File: src/core/sbk_cfg.svh
/*
  Address map, subaddress map and reset values of the subbank access block.
  Assumes a 16-bit data address space and 16-bit data words from the core.
*/
`ifndef SBK_CFG_SVH
`define SBK_CFG_SVH

// =====================================================================
// direct data-memory addresses
`define SBK_SP2_PTR_ADDR    16'h0034
`define SBK_SP2_DATA_ADDR   16'h0035
`define SBK_SP0_PTR_ADDR    16'h0038
`define SBK_SP0_DATA_ADDR   16'h0039
`define SBK_SP1_PTR_ADDR    16'h0048
`define SBK_SP1_DATA_ADDR   16'h0049
`define SBK_DMA_PRIO_ADDR   16'h0054
`define SBK_DMA_PTR_ADDR    16'h0055
`define SBK_DMA_AUTO_ADDR   16'h0056
`define SBK_DMA_PLAIN_ADDR  16'h0057

// =====================================================================
// serial-port subaddresses
`define SBK_SP_CTRL1_SUB    5'h00
`define SBK_SP_CTRL2_SUB    5'h01
`define SBK_SP_RX_CTRL_SUB  5'h02
`define SBK_SP_TX_CTRL_SUB  5'h04
`define SBK_SP_SRATE_SUB    5'h06
`define SBK_SP_MCH_SUB      5'h08
`define SBK_SP_RX_CE_SUB    5'h0A
`define SBK_SP_TX_CE_SUB    5'h0C
`define SBK_SP_PIN_SUB      5'h0E
`define SBK_SP_EXT_LO_SUB   5'h10
`define SBK_SP_EXT_HI_SUB   5'h1B
`define SBK_SP_DEPTH        28

// =====================================================================
// dma subaddresses
`define SBK_DMA_CHAN_REGS   5
`define SBK_DMA_CHANS       6
`define SBK_DMA_SRC_PAGE_SUB 5'h1E
`define SBK_DMA_DST_PAGE_SUB 5'h1F
`define SBK_DMA_DEPTH       32

// =====================================================================
// reset values
`define SBK_WORD_RST        16'h0000
`define SBK_PTR_RST         16'h0000

`endif

File: src/core/sbk_pkg.sv
/*
  Types shared by the subbank access block.
  Assumes the core data word is 16 bits wide.
*/
package sbk_pkg;
  typedef logic [15:0] sbk_word_t;
  typedef logic [15:0] sbk_addr_t;
endpackage

File: src/core/sbk_top.sv
/*
  Subbank indirect register access for three serial ports and the dma controller.
  Assumes single-cycle read and write strobes from the core on the core clock.
*/
`timescale 1ns/1ps
`include "sbk_cfg.svh"

module sbk_top
  import sbk_pkg::*;
(
  input  wire logic                  clk_sys_i,
  input  wire logic                  rst_b_i,
  input  wire logic                  rd_en_i,
  input  wire logic                  wr_en_i,
  input  wire sbk_pkg::sbk_addr_t    addr_i,
  input  wire sbk_pkg::sbk_word_t    wdata_i,
  output sbk_pkg::sbk_word_t         rdata_o,
  output logic                       rvalid_o,
  output logic                       hit_o,
  output sbk_pkg::sbk_word_t         dma_prio_o,
  output logic [3*`SBK_SP_DEPTH*16-1:0] sp_regs_o,
  output logic [`SBK_DMA_DEPTH*16-1:0]  dma_regs_o
);
  import sbk_pkg::*;

  // =====================================================================
  // subaddress maps
  function automatic logic [31:0] sp_mask();
    logic [31:0] m;
    m = 32'h0000_0000;
    for (int i = 0; i < 32; i++)
    begin
      if (i >= int'(`SBK_SP_CTRL1_SUB) && i <= int'(`SBK_SP_PIN_SUB))
        m[i] = 1'b1;
      if (i >= int'(`SBK_SP_EXT_LO_SUB) && i <= int'(`SBK_SP_EXT_HI_SUB))
        m[i] = 1'b1;
    end
    return m;
  endfunction

  function automatic logic [31:0] dma_mask();
    logic [31:0] m;
    m = 32'h0000_0000;
    for (int i = 0; i < `SBK_DMA_CHAN_REGS * `SBK_DMA_CHANS; i++)
      m[i] = 1'b1;
    m[`SBK_DMA_SRC_PAGE_SUB] = 1'b1;
    m[`SBK_DMA_DST_PAGE_SUB] = 1'b1;
    return m;
  endfunction

  localparam logic [31:0] SP_MASK  = sp_mask();
  localparam logic [31:0] DMA_MASK = dma_mask();

  // =====================================================================
  // reset release
  logic rst_s1_q;
  logic rst_n;

  always_ff @(posedge clk_sys_i or negedge rst_b_i)
  begin
    if (!rst_b_i)
    begin
      rst_s1_q <= 1'b0;
      rst_n    <= 1'b0;
    end
    else
    begin
      rst_s1_q <= 1'b1;
      rst_n    <= rst_s1_q;
    end
  end

  // =====================================================================
  // address decode
  localparam sbk_addr_t SP_PTR  [3] = '{`SBK_SP0_PTR_ADDR, `SBK_SP1_PTR_ADDR, `SBK_SP2_PTR_ADDR};
  localparam sbk_addr_t SP_DATA [3] = '{`SBK_SP0_DATA_ADDR, `SBK_SP1_DATA_ADDR, `SBK_SP2_DATA_ADDR};

  logic      sel_sp_ptr  [3];
  logic      sel_sp_data [3];
  sbk_word_t sp_ptr      [3];
  sbk_word_t sp_rdata    [3];
  logic      sel_prio;
  logic      sel_dptr;
  logic      sel_dauto;
  logic      sel_dplain;
  sbk_word_t dma_ptr;
  sbk_word_t dma_rdata;

  assign sel_prio   = (addr_i == `SBK_DMA_PRIO_ADDR);
  assign sel_dptr   = (addr_i == `SBK_DMA_PTR_ADDR);
  assign sel_dauto  = (addr_i == `SBK_DMA_AUTO_ADDR);
  assign sel_dplain = (addr_i == `SBK_DMA_PLAIN_ADDR);

  // =====================================================================
  // serial-port subbanks
  for (genvar p = 0; p < 3; p++)
  begin : g_sp
    assign sel_sp_ptr[p]  = (addr_i == SP_PTR[p]);
    assign sel_sp_data[p] = (addr_i == SP_DATA[p]);

    sbk_subbank #(
      .DEPTH      (`SBK_SP_DEPTH),
      .VALID_MASK (SP_MASK)
    ) u_sp (
      .clk_i     (clk_sys_i),
      .rst_n_i   (rst_n),
      .ptr_wr_i  (wr_en_i && sel_sp_ptr[p]),
      .data_wr_i (wr_en_i && sel_sp_data[p]),
      .data_rd_i (rd_en_i && sel_sp_data[p]),
      .inc_i     (1'b0),
      .wdata_i   (wdata_i),
      .ptr_o     (sp_ptr[p]),
      .rdata_o   (sp_rdata[p]),
      .regs_o    (sp_regs_o[p*`SBK_SP_DEPTH*16 +: `SBK_SP_DEPTH*16])
    );
  end

  // =====================================================================
  // dma subbank, shared by both data ports
  sbk_subbank #(
    .DEPTH      (`SBK_DMA_DEPTH),
    .VALID_MASK (DMA_MASK)
  ) u_dma (
    .clk_i     (clk_sys_i),
    .rst_n_i   (rst_n),
    .ptr_wr_i  (wr_en_i && sel_dptr),
    .data_wr_i (wr_en_i && (sel_dauto || sel_dplain)),
    .data_rd_i (rd_en_i && (sel_dauto || sel_dplain)),
    .inc_i     (sel_dauto),
    .wdata_i   (wdata_i),
    .ptr_o     (dma_ptr),
    .rdata_o   (dma_rdata),
    .regs_o    (dma_regs_o)
  );

  // =====================================================================
  // direct dma priority register
  sbk_word_t prio_q;

  always_ff @(posedge clk_sys_i or negedge rst_n)
  begin
    if (!rst_n)
      prio_q <= `SBK_WORD_RST;
    else if (wr_en_i && sel_prio)
      prio_q <= wdata_i;
  end

  assign dma_prio_o = prio_q;

  // =====================================================================
  // read mux, registered so the answer comes one cycle after the strobe
  sbk_word_t rdata_d;
  logic      hit_d;
  sbk_word_t rdata_q;
  logic      rvalid_q;
  logic      hit_q;

  always_comb
  begin
    rdata_d = `SBK_WORD_RST;
    hit_d   = 1'b1;
    if (sel_sp_ptr[0])
      rdata_d = sp_ptr[0];
    else if (sel_sp_ptr[1])
      rdata_d = sp_ptr[1];
    else if (sel_sp_ptr[2])
      rdata_d = sp_ptr[2];
    else if (sel_sp_data[0])
      rdata_d = sp_rdata[0];
    else if (sel_sp_data[1])
      rdata_d = sp_rdata[1];
    else if (sel_sp_data[2])
      rdata_d = sp_rdata[2];
    else if (sel_prio)
      rdata_d = prio_q;
    else if (sel_dptr)
      rdata_d = dma_ptr;
    else if (sel_dauto || sel_dplain)
      rdata_d = dma_rdata;
    else
      hit_d = 1'b0;
  end

  always_ff @(posedge clk_sys_i or negedge rst_n)
  begin
    if (!rst_n)
    begin
      rdata_q  <= `SBK_WORD_RST;
      rvalid_q <= 1'b0;
      hit_q    <= 1'b0;
    end
    else
    begin
      rvalid_q <= rd_en_i;
      hit_q    <= (rd_en_i || wr_en_i) && hit_d;
      if (rd_en_i)
        rdata_q <= rdata_d;
    end
  end

  assign rdata_o  = rdata_q;
  assign rvalid_o = rvalid_q;
  assign hit_o    = hit_q;
endmodule

File: src/core/sbk_subbank.sv
/*
  One pointer/data subbank: a pointer register and a bank of flip-flop registers.
  Assumes the caller decodes the address and never asserts two strobes at once.
*/
`timescale 1ns/1ps
`include "sbk_cfg.svh"

module sbk_subbank
  import sbk_pkg::*;
#(
  parameter int               DEPTH      = `SBK_SP_DEPTH,
  parameter logic [31:0]      VALID_MASK = 32'hFFFF_FFFF
)
(
  input  wire logic              clk_i,
  input  wire logic              rst_n_i,
  input  wire logic              ptr_wr_i,
  input  wire logic              data_wr_i,
  input  wire logic              data_rd_i,
  input  wire logic              inc_i,
  input  wire sbk_pkg::sbk_word_t wdata_i,
  output sbk_pkg::sbk_word_t     ptr_o,
  output sbk_pkg::sbk_word_t     rdata_o,
  output logic [DEPTH*16-1:0]    regs_o
);
  import sbk_pkg::*;

  localparam int IDX_W = $clog2(DEPTH);

  // =====================================================================
  // elaboration check
  if (DEPTH < 2 || DEPTH > 32)
  begin : g_bad_depth
    $error("sbk_subbank: DEPTH must lie in 2..32");
  end

  sbk_word_t            ptr_q;
  sbk_word_t            mem_q [DEPTH];
  logic     [IDX_W-1:0] idx;
  logic                 hit;

  // =====================================================================
  // decode
  assign idx = ptr_q[IDX_W-1:0];
  assign hit = (ptr_q < 16'(DEPTH)) && VALID_MASK[idx];

  // =====================================================================
  // pointer
  always_ff @(posedge clk_i or negedge rst_n_i)
  begin
    if (!rst_n_i)
      ptr_q <= `SBK_PTR_RST;
    else if (ptr_wr_i)
      ptr_q <= wdata_i;
    else if (inc_i && (data_wr_i || data_rd_i))
      ptr_q <= ptr_q + 16'h0001;
    // other data accesses leave the pointer alone
  end

  // =====================================================================
  // register bank
  always_ff @(posedge clk_i or negedge rst_n_i)
  begin
    if (!rst_n_i)
    begin
      for (int i = 0; i < DEPTH; i++)
        mem_q[i] <= `SBK_WORD_RST;
    end
    else if (data_wr_i && hit)
      mem_q[idx] <= wdata_i;
  end

  assign rdata_o = hit ? mem_q[idx] : `SBK_WORD_RST;
  assign ptr_o   = ptr_q;

  for (genvar g = 0; g < DEPTH; g++)
  begin : g_out
    assign regs_o[g*16 +: 16] = mem_q[g];
  end
endmodule

File: config.mk
export PLATFORM = sky130hd
export DESIGN_NAME = sbk_top
export DESIGN_NICKNAME = d
export VERILOG_FILES = /design/src/core/sbk_pkg.sv /design/src/core/sbk_top.sv /design/src/core/sbk_subbank.sv
export VERILOG_INCLUDE_DIRS = /design/src /design/src/core
export SDC_FILE = /design/constraint.sdc
export NUM_CORES = 2
export LEC_CHECK = 0
export ABC_AREA = 1
export BUFFER_PORTS_ARGS = -buffer_cell sky130_fd_sc_hd__buf_2
export CORE_AREA = 2 2 761 763
export CTS_CLUSTER_SIZE = 20
export DETAILED_ROUTE_END_ITERATION = 10
export DIE_AREA = 0 0 763 765
export PLACE_DENSITY_LB_ADDON = 0.3
export SYNTH_ARGS = -nofsm -noshare
export SYNTH_HDL_FRONTEND = slang
export SYNTH_SLANG_ARGS = --single-unit
File: constraint.sdc
create_clock -name clk_sys_i -period 83.1 [get_ports clk_sys_i]
set_input_delay 16.62 -clock clk_sys_i [delete_from_list [all_inputs] [get_ports clk_sys_i]]
set_output_delay 16.62 -clock clk_sys_i [all_outputs]
set_load 0.05 [all_outputs]
==> impl_metrics.toml <==
[route]
detail_route.wl_per_cell_um = 30.7
routed-via-count = 90000
number_of_vias_per_cell_after_detailed_routing = 4.31
drtIter0Drc = 10000
finalWirelength_um = 640000
dr.pass1.iters = 7
detail-route-antenna-nets = 0
route.detailed.drc = 0

[grt]
met3_usage_pct = 6.18
globalRouteTotalUtil_pct = 20.9
grt_overflow_total = 0
antenna_found_initial = 56
grt.met1_usage_pct = 26.5
grt_max_degree = 143
grt_pass1_vias = 83100
grt_pass1_wl_um = 831000
met2_usage_pct = 33.9
busiest_layer = "met2"

[synth]
yosysUniqueCellTypes = 40
synth-edff-count = 0
syn-cell-area_um2 = 89800
asyncSetResetFlopFracSynth_pct = 100
yosys.cell_count.top_type = "nand2_1"
yosys_register_bits = 1956
synth_top_cells_by_count = "nand2_1, o21ai_0, dfrtp_1, nor2_1, clkbuf_1"
synthesis.yosys.warnings = 0
postSynthCellCount = 11600
postSynthNetCount = 11600
synth_sequential_area_ratio_pct = 54.5
avgSynthCellArea_um2 = 7.74
synth_top_cell_by_area = "dfrtp_1"
synth_largest_type_area_fraction_pct = 54.5
ys.flop_type = "dfrtp_1"
synth.top_cells.by_area = "dfrtp_1, nand2_1, o21ai_0"

[timing]
whs_ns = 0.248
final_period_minus_worst_setup_slack_ns = 20.24
setup_slack_ns = 62.86
rsz0062_at_grt = "no"
final.period_utilization_pct = 24.4
hold_viol = 0
relative_slew_slack_pct = 10.9
worst-slew-pin-transition_ns = 1.32
clock.fmax_ghz = 0.0494
slew_viol_final = 0
fin_worst_skew_ns = 0.0943
fin_setup_tns_ns = 0
setup-violations-final = 0

[setup_path]
worst_r2r_endpoint = "g_sp[1].u_sp.regs_o[354]$_DFFE_PN0P_"
critical-path-top-delay-family = "simple AND/OR/NAND/NOR gates"
cp_slowest_stage_delay_ns = 0.89
setup.worst_path.start_class = "input pin"
timing.critical_path.to_type = "flop"
critical_path.max_fanout = 15
worst_path_max_delay_cell = "nand4_1"
critPathMostFrequentCell = "nand2_1"
critical_path_buf_inv_count = 1
worst_r2r_startpoint = "rst_n$_DFF_PN0_"
worst-setup-path-type = "in2reg"
worst-r2r-cell-count = 8
worst_ep_arrival_time_ns = 21.11
cp_data_required_time_ns = 83.97
sequence_of_cells_on_the_critical_path = "buf_2, nor2_1, nand2_1, nor2_1, nand4_1, nor2_2, nand3_1, nand2_1, nor2_1, nand3_1, nand2_1, nand2_1, nand2_1, nand2_1"
r2r_setup_slack_ns = 76.31

[clocking]
post_cts.resized_instances = 0
cts.clk_slew.worst_paths_ns = 0.06
clk_path_buf_depth = 4
tritoncts = "done"
post_cts_repair_setup_buffers = 0
clk_lat_worst_skew_ns = 0.98
hold_buffers = 0
cts_htree_levels = 4
tritoncts_num_sinks = 1956
cts_buffers = 244
clk_root_buffer_cell = "clkbuf_16"

[finish]
areaGrowthSynthToFinish_pct = 29.2
instances_no_fill = 20900
layout-drive-gt1-share_pct = 20.4
post_layout_nets = 13100

[power_and_ir_drop]
max-vdd-ir-drop_v = 0.0000201
share_comb_of_total_power_pct = 2.8
netSwitchingPower_uw = 541
intPower_uw = 1620
power.sequential.fraction_pct = 44.1
total_power_uw = 2160
power_density_nw_per_um2 = 18.6
switching_share_pct = 25.0
clkPwrFrac_pct = 53.1
cellLeakagePower_uw = 0.0579

[floorplan]
fp.dieW_um = 763
fp.coreArea_um2 = 576000
floorplan.rows = 279
initial_utilization_pct = 15.6
ios = 1926
dieArea_um2 = 584000
die_h_um = 765

[placed_design]
buffer_ports.inserted = 1925
place_inst = 20400
place.gp.congestion = 0.886
pre_cts_ws_ns = 61.63
place_hpwl_um = 488000

[min_path]
worst_hold_class = "reg2async"

[run]
timing.max_cap.violations = 0

[status]
run_status = "completed"
layout make-up:
cell class / instances / area (um2)
clock buffer: 346 / 7070
sequential: 1956 / 49000
timing repair buffer: 2154 / 11500
antenna: 23 / 57.6
clock inverter: 99 / 1390
tap: 7587 / 9490
multi-input combinational: 8144 / 35400
inverter: 566 / 2260
fill: 64900 / 460000
flip-flops by register name, indices dropped and copies added (netlist names), 16 cells and up:
signal,count
dma_prio_o,16
u_dma.regs_o,512
g_sp.u_sp.regs_o,1344
rdata_o,16
g_sp.u_sp.ptr_o,48
u_dma.ptr_o,16
power by group through the flow:
| stage | combinational, uW | clock [uW] | sequential [uW] |
|---|---|---|---|
| after floorplan | 11.4 | 0 | 987 |
| after global placement | 63.2 | 0 | 970 |
| after detailed placement | 63.1 | 0 | 970 |
| after CTS | 63.1 | 1170 | 953 |
| after global routing | 64.9 | 1210 | 953 |
| final | 60.8 | 1150 | 953 |
worst max path at each step:
stage,startpoint,end,slack [ns],depth (start not counted)
global route,addr_i[11],rdata_o[7]$_DFFE_PN0P_,62.52,14
finish,addr_i[11],rdata_o[7]$_DFFE_PN0P_,62.86,14
floorplan,rst_n$_DFF_PN0_,dma_prio_o[0]$_DFFE_PN0P_,24.54,0
CTS,addr_i[15],rdata_o[7]$_DFFE_PN0P_,62.70,14
detailed placement,addr_i[15],rdata_o[7]$_DFFE_PN0P_,61.63,14
global placement,addr_i[13],rdata_o[7]$_DFFE_PN0P_,61.61,14
cells in the final DEF (no fill, tap or decap), types with 7 or more instances in the layout:
| cell | count |
|---|---|
| o211ai_1 | 9 |
| clkinvlp_4 | 9 |
| dfrtp_4 | 7 |
| clkbuf_16 | 244 |
| o21ai_1 | 43 |
| or2_2 | 17 |
| o221ai_1 | 11 |
| dfrtp_1 | 1949 |
| diode_2 | 23 |
| nand4_1 | 27 |
| inv_1 | 536 |
| clkinv_2 | 44 |
| buf_4 | 221 |
| nor2_2 | 23 |
| clkbuf_1 | 44 |
| nor3_2 | 17 |
| o22ai_1 | 167 |
| clkinv_16 | 8 |
| nor2_1 | 848 |
| nand3_2 | 23 |
| o21bai_1 | 19 |
| o21ai_0 | 1999 |
| buf_2 | 1925 |
| nand3_1 | 443 |
| bufinv_16 | 23 |
| inv_8 | 19 |
| nand2_1 | 4346 |
| xor2_1 | 9 |
| clkbuf_8 | 58 |
| nand3_4 | 20 |
| buf_12 | 8 |
| a21oi_1 | 69 |
through the flow:
step,instance area (um2),util (%)
3_3_place_gp,108000,18.7
5_1_grt,116000,20.2
4_1_cts,116000,20.2
3_5_place_dp,108000,18.7
6_report,116000,20.2
2_1_floorplan,89800,-
cells by family (layout without fill, tap and decap cells):
family	Yosys count	after routing	synth area share (%)
AND/OR/NAND/NOR	5802	5802	25.5
AO/OA/AOI/OAI	2325	2325	13.3
flip-flops	1956	1956	54.5
buffers and inverters	1509	3165	6.50
XOR/XNOR	12	12	0.117
adder cells (fa/ha/maj)	4	4	0.0557
other	1	24	0.00417
layer usage:
layer  share of wire, %  vias to the layer above
met4                4.0                        6
li1                   -                    40000
met3                9.6                      665
met5             0.0053                        -
met2                 46                     4388
met1                 40                    44900
(Power assumes the default switching activity.)
